==> config.mk <==
export PLATFORM = sky130hd
export DESIGN_NAME = rcod_top
export DESIGN_NICKNAME = d
export VERILOG_FILES = /design/src/core/rcod_pkg.sv /design/src/core/rcod_tick_gen.sv /design/src/core/rcod_top.sv
export VERILOG_INCLUDE_DIRS = /design/src /design/src/core
export SDC_FILE = /design/constraint.sdc
export NUM_CORES = 1
export LEC_CHECK = 0
export BUFFER_PORTS_ARGS = -buffer_cell sky130_fd_sc_hd__buf_2
export CAP_MARGIN = 20
export CORE_MARGIN = 2
export CORE_UTILIZATION = 50
export DETAILED_ROUTE_END_ITERATION = 7
export PLACE_DENSITY_LB_ADDON = 0.2
export SLEW_MARGIN = 10
export SYNTH_ARGS = -nofsm -noshare
export SYNTH_HDL_FRONTEND = slang
export SYNTH_SLANG_ARGS = --single-unit
==> constraint.sdc <==
create_clock -name mclk -period 7.96 [get_ports mclk]
set_clock_uncertainty 0.1 [all_clocks]
set_input_delay 0.398 -clock mclk [delete_from_list [all_inputs] [get_ports mclk]]
set_output_delay 0.398 -clock mclk [all_outputs]
set_load 0.05 [all_outputs]
==> src/core/rcod_regs.svh <==
// register offsets, field positions, reset values and timing counts of the clock output block
`ifndef RCOD_REGS_SVH
`define RCOD_REGS_SVH

`define RCOD_CTRL_OFFSET     8'h3c
`define RCOD_CTRL_RESET      8'h88

`define RCOD_BIT_EXTEND      7
`define RCOD_BIT_FLOAT       6
`define RCOD_BIT_SLEW        5
`define RCOD_BIT_DRIVE       4
`define RCOD_BIT_ENABLE      3
`define RCOD_DIV_MSB         2
`define RCOD_DIV_LSB         0

`define RCOD_MCLK_HZ         100000000
`define RCOD_SRC_HZ          32000000
`define RCOD_DRAIN_CYCLES    128

// half periods counted in ticks of twice the source rate
`define RCOD_HALF_DIV0       10'd1
`define RCOD_HALF_DIV1       10'd2
`define RCOD_HALF_DIV2       10'd4
`define RCOD_HALF_DIV3       10'd8
`define RCOD_HALF_DIV4       10'd32
`define RCOD_HALF_DIV5       10'd128
`define RCOD_HALF_DIV6       10'd512
`define RCOD_HALF_DIV7       10'd976

`endif

==> src/core/rcod_pkg.sv <==
// types shared by the clock output block
package rcod_pkg;

	typedef struct packed {
		logic       extend;
		logic       floatSel;
		logic       slewLimit;
		logic       driveHigh;
		logic       enable;
		logic [2:0] div;
	} rcod_ctrl_s;

	typedef struct packed {
		logic clkOut;
		logic outEnable;
		logic inEnable;
		logic slewLimit;
		logic driveHigh;
	} rcod_pad_s;

	typedef enum logic [1:0] {
		RCOD_IDLE,
		RCOD_RUN,
		RCOD_DRAIN
	} rcod_state_e;

endpackage

==> src/core/rcod_tick_gen.sv <==
// phase accumulator giving one-cycle ticks at an average rate below the main clock
`timescale 1ns/1ps
`include "rcod_regs.svh"
module rcod_tick_gen
	import rcod_pkg::*;
#(
	parameter int unsigned MCLK_HZ = `RCOD_MCLK_HZ,
	parameter int unsigned TICK_HZ = 2 * `RCOD_SRC_HZ
) (
	input  wire logic mclk,
	input  wire logic rst_n,
	output logic      tick
);

	localparam logic [32:0] MODULUS = 33'(MCLK_HZ);
	localparam logic [32:0] STEP    = 33'(TICK_HZ);

	logic [32:0] acc_reg;
	logic [32:0] sum;

	// tick rate must stay at or below the main clock rate
	assign sum = acc_reg + STEP;

	always_ff @(posedge mclk) begin
		if (!rst_n) begin
			acc_reg <= 33'h0;
			tick    <= 1'b0;
		end else if (sum >= MODULUS) begin
			acc_reg <= sum - MODULUS;
			tick    <= 1'b1;
		end else begin
			acc_reg <= sum;
			tick    <= 1'b0;
		end
	end

endmodule

==> src/core/rcod_top.sv <==
// reference clock output divider with its control register and pad controls
`timescale 1ns/1ps
`include "rcod_regs.svh"

// Function
// - With output enabled, divide codes 000..110 give 32, 16, 8, 4, 1 MHz, 250 and 62.5 kHz.
// - Divide code 111 gives the source clock divided by 976, about 32.787 kHz.
// - While enable is 1 the pad carries the clock chosen by the divide field.
// - While the clock is stopped (enable 0 and any run-on over) and float select is 0 the pad is held low.
// - With extend at 0 the clock runs 128 more output cycles after enable clears.
// - With extend at 1 clearing enable stops the clock at once.
// - Float select at 1 turns off both the output and input buffers of the pad.
// - Float select at 0 turns on the output buffer and keeps the input buffer off.
// - The slew bit turns pad slew rate limiting on when 1 and off when 0.
// - The drive bit selects high pad drive when 1 and normal drive when 0.
module rcod_top
	import rcod_pkg::*;
#(
	parameter int unsigned MCLK_HZ      = `RCOD_MCLK_HZ,
	parameter int unsigned SRC_HZ       = `RCOD_SRC_HZ,
	parameter int unsigned DRAIN_CYCLES = `RCOD_DRAIN_CYCLES
) (
	input  wire logic       mclk,
	input  wire logic       rst_n,
	input  wire logic [7:0] regAddr,
	input  wire logic       regWrEn,
	input  wire logic [7:0] regWrData,
	output logic      [7:0] regRdData,
	output logic            clkOutPad,
	output logic            clkOutOe,
	output logic            clkOutIe,
	output logic            padSlewLimit,
	output logic            padDriveHigh
);

	localparam logic [7:0] DRAIN_LAST = 8'(DRAIN_CYCLES - 1);

	function automatic logic [9:0] halfTicks(input logic [2:0] div);
		case (div)
			3'h0:    halfTicks = `RCOD_HALF_DIV0;
			3'h1:    halfTicks = `RCOD_HALF_DIV1;
			3'h2:    halfTicks = `RCOD_HALF_DIV2;
			3'h3:    halfTicks = `RCOD_HALF_DIV3;
			3'h4:    halfTicks = `RCOD_HALF_DIV4;
			3'h5:    halfTicks = `RCOD_HALF_DIV5;
			3'h6:    halfTicks = `RCOD_HALF_DIV6;
			default: halfTicks = `RCOD_HALF_DIV7;
		endcase
	endfunction

	rcod_ctrl_s  ctrl_reg;
	rcod_pad_s   pad_reg;
	rcod_state_e state_reg;
	logic [7:0]  regRdData_reg;
	logic        clkOut_reg;
	logic [9:0]  phaseCnt_reg;
	logic [2:0]  activeDiv_reg;
	logic [7:0]  drainCnt_reg;
	logic        tick;
	logic        active;
	logic        stopNow;
	logic        startNow;
	logic        phaseEnd;
	logic        fallNow;
	logic        riseNow;
	logic        drainDone;
	logic        ctrlHit;

	rcod_tick_gen #(
		.MCLK_HZ (MCLK_HZ),
		.TICK_HZ (2 * SRC_HZ)
	) u_tick (
		.mclk  (mclk),
		.rst_n (rst_n),
		.tick  (tick)
	);

	assign ctrlHit = (regAddr == `RCOD_CTRL_OFFSET);

	// control register, plain read/write
	always_ff @(posedge mclk) begin
		if (!rst_n) begin
			ctrl_reg <= rcod_ctrl_s'(`RCOD_CTRL_RESET);
		end else if (regWrEn && ctrlHit) begin
			ctrl_reg <= rcod_ctrl_s'(regWrData);
		end
	end

	// other offsets read as zero
	always_ff @(posedge mclk) begin
		if (!rst_n) begin
			regRdData_reg <= 8'h00;
		end else begin
			regRdData_reg <= ctrlHit ? 8'(ctrl_reg) : 8'h00;
		end
	end

	assign active    = (state_reg != RCOD_IDLE);
	assign stopNow   = active && !ctrl_reg.enable && ctrl_reg.extend;
	assign startNow  = (state_reg == RCOD_IDLE) && ctrl_reg.enable && tick;
	assign phaseEnd  = active && tick && (phaseCnt_reg == halfTicks(activeDiv_reg) - 10'd1);
	assign fallNow   = phaseEnd && clkOut_reg && !stopNow;
	assign riseNow   = phaseEnd && !clkOut_reg && !stopNow;
	assign drainDone = (state_reg == RCOD_DRAIN) && fallNow && (drainCnt_reg == DRAIN_LAST);

	always_ff @(posedge mclk) begin
		if (!rst_n) begin
			state_reg <= RCOD_IDLE;
		end else begin
			case (state_reg)
				RCOD_IDLE: begin
					if (startNow) begin
						state_reg <= RCOD_RUN;
					end
				end
				RCOD_RUN: begin
					if (stopNow) begin
						state_reg <= RCOD_IDLE;
					end else if (!ctrl_reg.enable) begin
						state_reg <= RCOD_DRAIN;
					end
				end
				RCOD_DRAIN: begin
					if (stopNow) begin
						state_reg <= RCOD_IDLE;
					end else if (ctrl_reg.enable) begin
						state_reg <= RCOD_RUN;
					end else if (drainDone) begin
						state_reg <= RCOD_IDLE;
					end
				end
				default: begin
					state_reg <= RCOD_IDLE;
				end
			endcase
		end
	end

	always_ff @(posedge mclk) begin
		if (!rst_n) begin
			drainCnt_reg <= 8'h00;
		end else if (state_reg != RCOD_DRAIN) begin
			drainCnt_reg <= 8'h00;
		end else if (fallNow) begin
			drainCnt_reg <= drainCnt_reg + 8'h01;
		end
	end

	always_ff @(posedge mclk) begin
		if (!rst_n) begin
			phaseCnt_reg <= 10'h000;
		end else if (!active || stopNow || phaseEnd) begin
			phaseCnt_reg <= 10'h000;
		end else if (tick) begin
			phaseCnt_reg <= phaseCnt_reg + 10'h001;
		end
	end

	// divide taken only as a high phase begins
	always_ff @(posedge mclk) begin
		if (!rst_n) begin
			activeDiv_reg <= 3'h0;
		end else if (startNow || (riseNow && ctrl_reg.enable)) begin
			activeDiv_reg <= ctrl_reg.div;
		end
	end

	// low whenever stopped; a cut high phase is the price of an at-once stop
	always_ff @(posedge mclk) begin
		if (!rst_n) begin
			clkOut_reg <= 1'b0;
		end else if (stopNow || fallNow) begin
			clkOut_reg <= 1'b0;
		end else if (startNow || riseNow) begin
			clkOut_reg <= 1'b1;
		end
	end

	// output mode keeps the input buffer off
	always_ff @(posedge mclk) begin
		if (!rst_n) begin
			pad_reg <= '0;
		end else begin
			pad_reg.clkOut    <= clkOut_reg;
			pad_reg.outEnable <= !ctrl_reg.floatSel;
			pad_reg.inEnable  <= 1'b0;
			pad_reg.slewLimit <= ctrl_reg.slewLimit;
			pad_reg.driveHigh <= ctrl_reg.driveHigh;
		end
	end

	assign regRdData    = regRdData_reg;
	assign clkOutPad    = pad_reg.clkOut;
	assign clkOutOe     = pad_reg.outEnable;
	assign clkOutIe     = pad_reg.inEnable;
	assign padSlewLimit = pad_reg.slewLimit;
	assign padDriveHigh = pad_reg.driveHigh;

	property p_half_len;
		@(posedge mclk) disable iff (!rst_n)
		active |-> (phaseCnt_reg < halfTicks(activeDiv_reg));
	endproperty
	a_half_len: assert property (p_half_len) else $error("phase count past half period");

	property p_fast_toggle;
		@(posedge mclk) disable iff (!rst_n)
		(activeDiv_reg == 3'h0 && state_reg == RCOD_RUN && ctrl_reg.enable && tick && !startNow
			&& $stable(ctrl_reg))
		|=> (clkOut_reg != $past(clkOut_reg));
	endproperty
	a_fast_toggle: assert property (p_fast_toggle) else $error("full rate not toggling per tick");

	property p_slow_half;
		@(posedge mclk) disable iff (!rst_n)
		(activeDiv_reg == 3'h7 && fallNow) |-> (phaseCnt_reg == 10'd975);
	endproperty
	a_slow_half: assert property (p_slow_half) else $error("slowest half period not 976 ticks");

	property p_start;
		@(posedge mclk) disable iff (!rst_n)
		startNow |=> (clkOut_reg && state_reg == RCOD_RUN) ##1 clkOutPad;
	endproperty
	a_start: assert property (p_start) else $error("clock did not start on enable");

	property p_idle_low;
		@(posedge mclk) disable iff (!rst_n)
		(state_reg == RCOD_IDLE) ##1 (state_reg == RCOD_IDLE) |=> !clkOutPad;
	endproperty
	a_idle_low: assert property (p_idle_low) else $error("pad not low while stopped");

	property p_drain_enter;
		@(posedge mclk) disable iff (!rst_n)
		(state_reg == RCOD_RUN && !ctrl_reg.enable && !ctrl_reg.extend) |=> (state_reg == RCOD_DRAIN);
	endproperty
	a_drain_enter: assert property (p_drain_enter) else $error("run-on not entered");

	property p_drain_bound;
		@(posedge mclk) disable iff (!rst_n)
		(state_reg == RCOD_DRAIN) |-> (drainCnt_reg < 8'(DRAIN_CYCLES));
	endproperty
	a_drain_bound: assert property (p_drain_bound) else $error("run-on past its period count");

	property p_stop_now;
		@(posedge mclk) disable iff (!rst_n)
		stopNow |=> (!clkOut_reg && state_reg == RCOD_IDLE) ##1 !clkOutPad;
	endproperty
	a_stop_now: assert property (p_stop_now) else $error("clock not stopped at once");

	property p_float;
		@(posedge mclk) disable iff (!rst_n)
		ctrl_reg.floatSel |=> (!clkOutOe && !clkOutIe);
	endproperty
	a_float: assert property (p_float) else $error("pad buffers on while floating");

	property p_out_mode;
		@(posedge mclk) disable iff (!rst_n)
		!ctrl_reg.floatSel |=> (clkOutOe && !clkOutIe);
	endproperty
	a_out_mode: assert property (p_out_mode) else $error("pad not in output mode");

	property p_slew;
		@(posedge mclk) disable iff (!rst_n)
		1'b1 |=> (padSlewLimit == $past(ctrl_reg.slewLimit));
	endproperty
	a_slew: assert property (p_slew) else $error("slew control does not follow its bit");

	property p_drive;
		@(posedge mclk) disable iff (!rst_n)
		(regWrEn && ctrlHit) |=> ##1 (padDriveHigh == $past(regWrData[`RCOD_BIT_DRIVE], 2));
	endproperty
	a_drive: assert property (p_drive) else $error("drive control does not follow its bit");

	property p_div_at_low;
		@(posedge mclk) disable iff (!rst_n)
		$changed(activeDiv_reg) |-> $rose(clkOut_reg);
	endproperty
	a_div_at_low: assert property (p_div_at_low) else $error("divide changed outside low phase");

	property p_c_start;
		@(posedge mclk) disable iff (!rst_n)
		startNow;
	endproperty
	c_start: cover property (p_c_start);

	property p_c_drain_done;
		@(posedge mclk) disable iff (!rst_n)
		drainDone;
	endproperty
	c_drain_done: cover property (p_c_drain_done);

	property p_c_stop_now;
		@(posedge mclk) disable iff (!rst_n)
		stopNow;
	endproperty
	c_stop_now: cover property (p_c_stop_now);

	property p_c_div_change;
		@(posedge mclk) disable iff (!rst_n)
		riseNow && ctrl_reg.enable && (ctrl_reg.div != activeDiv_reg);
	endproperty
	c_div_change: cover property (p_c_div_change);

endmodule

==> results.yml, run 1 <==
outcome:
  status: "finished, final reports clean"
worst_setup_path:
  setup.worst_path.start_class: "flip-flop"
  cp-end-kind: "flip-flop"
  r2r-start: "activeDiv_reg[2]"
  crit_path_start: "activeDiv_reg[2]"
  path_cells: "or3_1 -> ha_1 -> xnor2_1 -> a21boi_0 -> o21bai_1 -> a2111o_1 -> nor4_1 -> nand4_1 -> xor2_1 -> nor2_1"
  r2r_slack_ns: 4.28
  critPathMaxFanout: 14
  cp.required_ns: 8.09
  worstRegToRegCells: 10
  crit_end: "drainCnt_reg[4]"
  worst-path-buf-inv: 0
  regToRegEndpoint: "drainCnt_reg[4]"
  max_stage_delay_ns: 0.79
  worstSetupPathType: "reg -> reg"
  crit_slowest_cell: "nor4_1"
  cp.depth: 10
  cp_top_family: "simple AND/OR/NAND/NOR gates"
  cp.arrival_ns: 3.81
grt:
  grt_use_met3: 0.0572
  overflow: 0
  grt_util_met1: 0.302
  grt_use_met2: 0.355
  grt_max_degree: 26
  grt_pass1_vias: 3408
  antenna_found_initial: 0
  grt_busiest_layer: "met2"
  grt_util_all_layers: 0.221
  grt_pass1_wl_um: 16100
hold_path:
  min_path_type: "in -> reg"
logic_synthesis:
  syn_area_um2: 4230
  synth_edf_count: 0
  yosys_warnings: 0
  ys_seq_area_frac: 0.331
  async_reset_ff_frac: 0
  syn_area_per_cell_um2: 8.24
  synth-seq-cells: 70
  syn_inst: 513
  yosys_most_used_dff: "dfxtp_1"
  synthesis.nets: 540
  synth.distinct_cells: 81
floorplan:
  rows: 33
  fp.dieH_um: 96.0
  dieWidth_um: 96.0
  dieArea_um2: 9210
  core_area_um2: 8220
  ios: 32
  start_util: 0.515
power_and_ir_drop:
  finalPower_mw: 1.57
  power.leakage_nw: 1.83
  powerDensity_nw_per_um2: 341
  ir_worst_vdd_mv: 0.181
clocking:
  clockBufferDepth: 2
  cts_htree_levels: 3
  cts_resized: 0
  cts_root_buf: "clkbuf_8"
  postCtsSetupBuffers: 0
  clock_sinks: 70
  hold_buffers: 0
  worst_skew_pair.late_latency_ns: 0.35
  cts_tree: "done"
  cts.clk_slew.worst_paths_ns: 0.09
  numCtsBuffers: 9
flow_run:
  cap_violations: 0
placed_design:
  io_buffers: 30
  dpl_cell_area_um2: 4410
  dpl.cell_count: 623
  pre_cts_ws_ns: 4.36
  gp_congestion: 0.930
  hpwl_um: 7020
sta:
  fin_crit_ns: 3.68
  slew_violations: 0
  tightest_slew_ns: 0.945
  finalHoldViolCount: 0
  finalSetupTns_ns: 0
  grt_setup_unrepaired: "no"
  fin_crit_sh: 0.463
  clock.fmax_ghz: 0.272
  setup_viol: 0
  max-slew-margin-rel: 0.364
  worst_slack_ns: 4.28
layout:
  fin_area_um2: 4620
  mostFrequentLayoutCells: "dfxtp_1 (70), nor2_1 (51), nand2_1 (40), a21oi_1 (36), buf_2 (30)"
  layout-drive-gt1-share: 0.127
  insertedDiodeCount: 0
  largest_reg_flops: 25
  stdcell_count: 639
  register_area_um2: 1400
  area_delta_synth_final_pct: 9.17
  fill_cells: 798
  final_common_cell: "dfxtp_1"
  multi_input_area_um2: 2640
  nets: 556
drt:
  drt_wl_total_um: 9620
  wl_per_cell_um: 15.1
  ant_nets: 0
  viasPerCell: 5.92
  drt_pre_antenna_iters: 5
  dr_total_vias: 3780
  drcViolationCount: 0
  drtIter0Drc: 237
## per-stage QoR
step,hold WS (ns),utilization
3_3_place_gp,0.310,0.533
6_report,0.179,0.562
4_1_cts,0.177,0.562
2_1_floorplan,0.306,-
5_1_grt,0.168,0.562
3_5_place_dp,0.328,0.537
## worst reg2reg max path, cell delays in order (launching register included)
cell	delay (ns)
dfxtp_1	0.45
or3_1	0.47
ha_1	0.30
xnor2_1	0.27
a21boi_0	0.21
o21bai_1	0.09
a2111o_1	0.41
nor4_1	0.79
nand4_1	0.21
xor2_1	0.20
nor2_1	0.05
## report_power, final
| part | internal, mW | switching, mW |
|---|---|---|
| logic | 0.304 | 0.447 |
| clock network | 0.155 | 0.140 |
| registers | 0.408 | 0.121 |
## worst min path at each step
stage / depth (start not counted) / startpoint / to
global route: 3 / regWrData[7] / ctrl_reg[7]
finish: 3 / regWrData[3] / ctrl_reg[3]
floorplan: 1 / ctrl_reg[6] / clkOutOe
detailed placement: 1 / ctrl_reg[6] / clkOutOe
CTS: 3 / regWrData[3] / ctrl_reg[3]
global placement: 1 / ctrl_reg[6] / clkOutOe
## logic make-up (layout without fill, tap and decap cells)
group                    count (synthesis)  count (layout)  synth area share
adder cells (fa/ha/maj)                  9               9            0.0260
AO/OA/AOI/OAI                          124             124             0.215
AND/OR/NAND/NOR                        218             218             0.273
XOR/XNOR                                35              35            0.0725
flip-flops                              70              70             0.331
multiplexers                            16              16            0.0379
buffers and inverters                   40              61            0.0435
other                                    1               1          0.000887
## routing by layer
metal	part of all wire	wire, um
met5	0	0
met4	0.010	96
met3	0.048	458
met2	0.46	4410
met1	0.48	4660
## final cells by class
| cell class | instances | share of cell area |
|---|---|---|
| Multi-Input combinational cell | 403 | 0.573 |
| Sequential cell | 70 | 0.304 |
| Timing Repair Buffer | 32 | 0.0401 |
| Clock buffer | 10 | 0.0298 |
| Tap cell | 105 | 0.0285 |
| Clock inverter | 6 | 0.0149 |
| Inverter | 13 | 0.0106 |
## cells in the mapped netlist (all sizes together) (15+ instances only)
master	instances	area [um^2]
a21oi	37	189
clkbuf	16	60.1
dfxtp	70	1400
mux2i	16	160
nand2	40	150
nand3	22	115
nand4	16	106
nor2	52	198
nor3	15	75.1
o21ai	17	100
xnor2	17	149
xor2	18	158
No activity file was read; power rests on OpenSTA's default activity.
==> run 2: changes to the inputs <==
Settings changed: ABC_AREA set to 1.
Clock period 7.96 ns to 3.25 ns, I/O delays scaled along.
==> run 2 against run 1 <==
Compared with the run above:
- critical path depth grew 6
- sequential cell count is the same
- routed wire length grew 13%
- synthesized cell count grew 37%
- core utilization grew 1.3 points
- clock power grew to 2.7 times the previous value
- area after synthesis grew 7.8%
- global-route usage grew 0.55 points
- via count grew 18%
- die area grew 7.5%
- sequential share of layout area shrank 2.5 points
==> results.yml, run 2 <==
layout:
  fill_cells: 858
  final_common_cell: "nand2_1"
  layout-drive-gt1-share: 0.145
  finish.utilization: 0.575
  mostFrequentLayoutCells: "nand2_1 (180), nand3_1 (79), inv_1 (79), nor2_1 (77), dfxtp_1 (70)"
  multi_input_area_um2: 2710
  fin_area_um2: 5040
  area_delta_synth_final_pct: 10.5
  largest_reg_flops: 25
  nets: 765
  insertedDiodeCount: 0
  register_area_um2: 1400
logic_synthesis:
  synth.distinct_cells: 39
  synthTopCellsByCount: "nand2_1 (180), inv_1 (79), nand3_1 (79), nor2_1 (77), dfxtp_1 (70)"
  synth_edf_count: 0
  yosysMostFrequentCell: "nand2_1"
  syn_area_um2: 4560
  async_reset_ff_frac: 0
  yosys_warnings: 0
  syn_area_per_cell_um2: 6.48
  synthesis.nets: 731
  synthTopCellsByArea: "dfxtp_1 (31%), nand2_1 (15%), nand3_1 (8.7%)"
  synth-seq-cells: 70
  syn_inst: 704
  yosys_most_used_dff: "dfxtp_1"
  ys_seq_area_frac: 0.307
  yosysTopAreaCell: "dfxtp_1"
  yosysTopAreaCellShare: 0.307
outcome:
  status: "finished, final reports clean"
sta:
  finalSetupTns_ns: 0
  clock.fmax_ghz: 0.334
  slew_violations: 0
  fin_crit_ns: 2.99
  tightest_slew_ns: 0.690
  finalHoldViolCount: 0
  fin_crit_sh: 0.921
  worst_slack_ns: 0.255
  grt_setup_unrepaired: "no"
  max-slew-margin-rel: 0.539
  setup_viol: 0
floorplan:
  dieArea_um2: 9900
  core_area_um2: 8760
  start_util: 0.520
  dieWidth_um: 99.5
  fp.dieH_um: 99.5
  ios: 32
  rows: 34
grt:
  antenna_found_initial: 0
  overflow: 0
  grt_util_all_layers: 0.227
  grt_pass1_vias: 4021
  grt_pass1_wl_um: 18300
  grt_max_degree: 38
worst_setup_path:
  cp.required_ns: 3.39
  setup.worst_path.start_class: "flip-flop"
  path_cells: "inv_1 -> nand3_1 -> ha_1 -> nand2_1 -> nand2_1 -> nand2_1 -> nand2_1 -> nand2_1 -> nor2_1 -> nand2_1 -> nor2_1 -> nand2_1 -> nor2_2 -> nand3_1 -> xor2_1 -> nor2_1"
  crit_top_cell: "nand2_1"
  max_stage_delay_ns: 0.55
  crit_slowest_cell: "dfxtp_1"
  worst-path-buf-inv: 1
  cp_top_family: "simple AND/OR/NAND/NOR gates"
  cp.arrival_ns: 3.13
  critPathMaxFanout: 11
  worstSetupPathType: "reg -> reg"
  cp-end-kind: "flip-flop"
power_and_ir_drop:
  pwr-share-comb: 0.573
  sequentialPowerShare: 0.261
  internal_power_mw: 2.41
  power.leakage_nw: 2.30
  p_clk_frac: 0.166
  switchingPower_mw: 2.41
  powerDensity_nw_per_um2: 956
  ir_worst_vdd_mv: 0.554
  p_sw_frac: 0.500
clocking:
  cts_htree_levels: 3
  cts.clk_slew.worst_paths_ns: 0.08
  cts_tree: "done"
  clock_sinks: 70
  cts_root_buf: "clkbuf_8"
  numCtsBuffers: 9
  clockBufferDepth: 2
  worst_skew_pair.late_latency_ns: 0.34
  postCtsSetupBuffers: 0
drt:
  drtIter0Drc: 238
  route.top_layer_used: "met4"
  drt_pre_antenna_iters: 5
  wl_met2_um: 5130
  drt_wl_total_um: 10900
  ant_nets: 0
  drt-met1-wl_um: 5130
  viasPerCell: 5.23
  dr_total_vias: 4448
  wl_met3_um: 442
  wl_per_cell_um: 12.8
  drcViolationCount: 0
placed_design:
  gp_congestion: 0.900
  io_buffers: 30
  hpwl_um: 8200
  dpl_cell_area_um2: 4730
  pre_cts_ws_ns: 0.284
hold_path:
  min_path_type: "in -> reg"
flow_run:
  cap_violations: 0
-- run 2: final timing paths --
kind	start	slack, ns	endpoint	depth (start not counted)
setup / recovery	activeDiv_reg[1]	0.26	drainCnt_reg[5]	16
hold reg to reg	ctrl_reg[6]	0.32	clkOutOe	1
hold / removal	regWrData[0]	0.02	ctrl_reg[0]	3
setup reg to reg	activeDiv_reg[1]	0.26	drainCnt_reg[5]	16
-- run 2: routing by layer --
metal / up-vias / GRT usage
li1: 2320 / -
met1: 2010 / 0.305
met2: 100 / 0.371
met3: 18 / 0.0471
met4: 0 / 0.0622
met5: - / 0
-- run 2: cell families (layout without fill, tap and decap cells) --
group	after synthesis	in the layout	synth area share
buffers and inverters	106	144	0.100
adder cells (fa/ha/maj)	8	8	0.0220
AO/OA/AOI/OAI	69	69	0.0837
flip-flops	70	70	0.307
other	1	1	0.000822
XOR/XNOR	30	30	0.0593
AND/OR/NAND/NOR	420	421	0.427
-- run 2: area by class of cell --
class | count | area share
multi-input combinational | 529 | 0.538
sequential | 70 | 0.278
inverter | 90 | 0.0671
clock inverter | 7 | 0.0206
clock buffer | 9 | 0.0246
tap | 108 | 0.0268
timing repair buffer | 38 | 0.0452
-- run 2: what timing repair did --
action                                 4_1_cts  5_1_grt
hold buffers                                 7        0
setup endpoints to repair                    0       25
endpoints found under the hold margin        7        0
resized for setup                            0        0
-- run 2: worst register-to-register path, stage by stage (launching register included) --
cell,delay [ns]
dfxtp_1,0.55
inv_1,0.20
nand3_1,0.15
ha_1,0.29
nand2_1,0.08
nand2_1,0.14
nand2_1,0.07
nand2_1,0.06
nand2_1,0.08
nor2_1,0.11
nand2_1,0.06
nor2_1,0.24
nand2_1,0.18
nor2_2,0.25
nand3_1,0.12
xor2_1,0.15
nor2_1,0.06
-- run 2: power by group through the flow --
stage          Sequential, mW  Clock, mW  Combinational, mW
5_1_grt                  1.28      0.854               3.13
3_3_place_gp             1.27          0               2.61
3_5_place_dp             1.27          0               2.69
6_report                 1.26      0.800               2.76
2_1_floorplan            1.18          0               2.35
4_1_cts                  1.25      0.814               2.71
-- run 2: metrics by stage --
step / power (mW) / instances / hold slack, ns
2_1_floorplan: 3.54 / 704 / 0.189
3_3_place_gp: 3.88 / 827 / 0.302
3_5_place_dp: 3.96 / 827 / 0.317
4_1_cts: 4.77 / 850 / 0.0134
5_1_grt: 5.27 / 851 / 0.0269
6_report: 4.82 / 851 / 0.0221
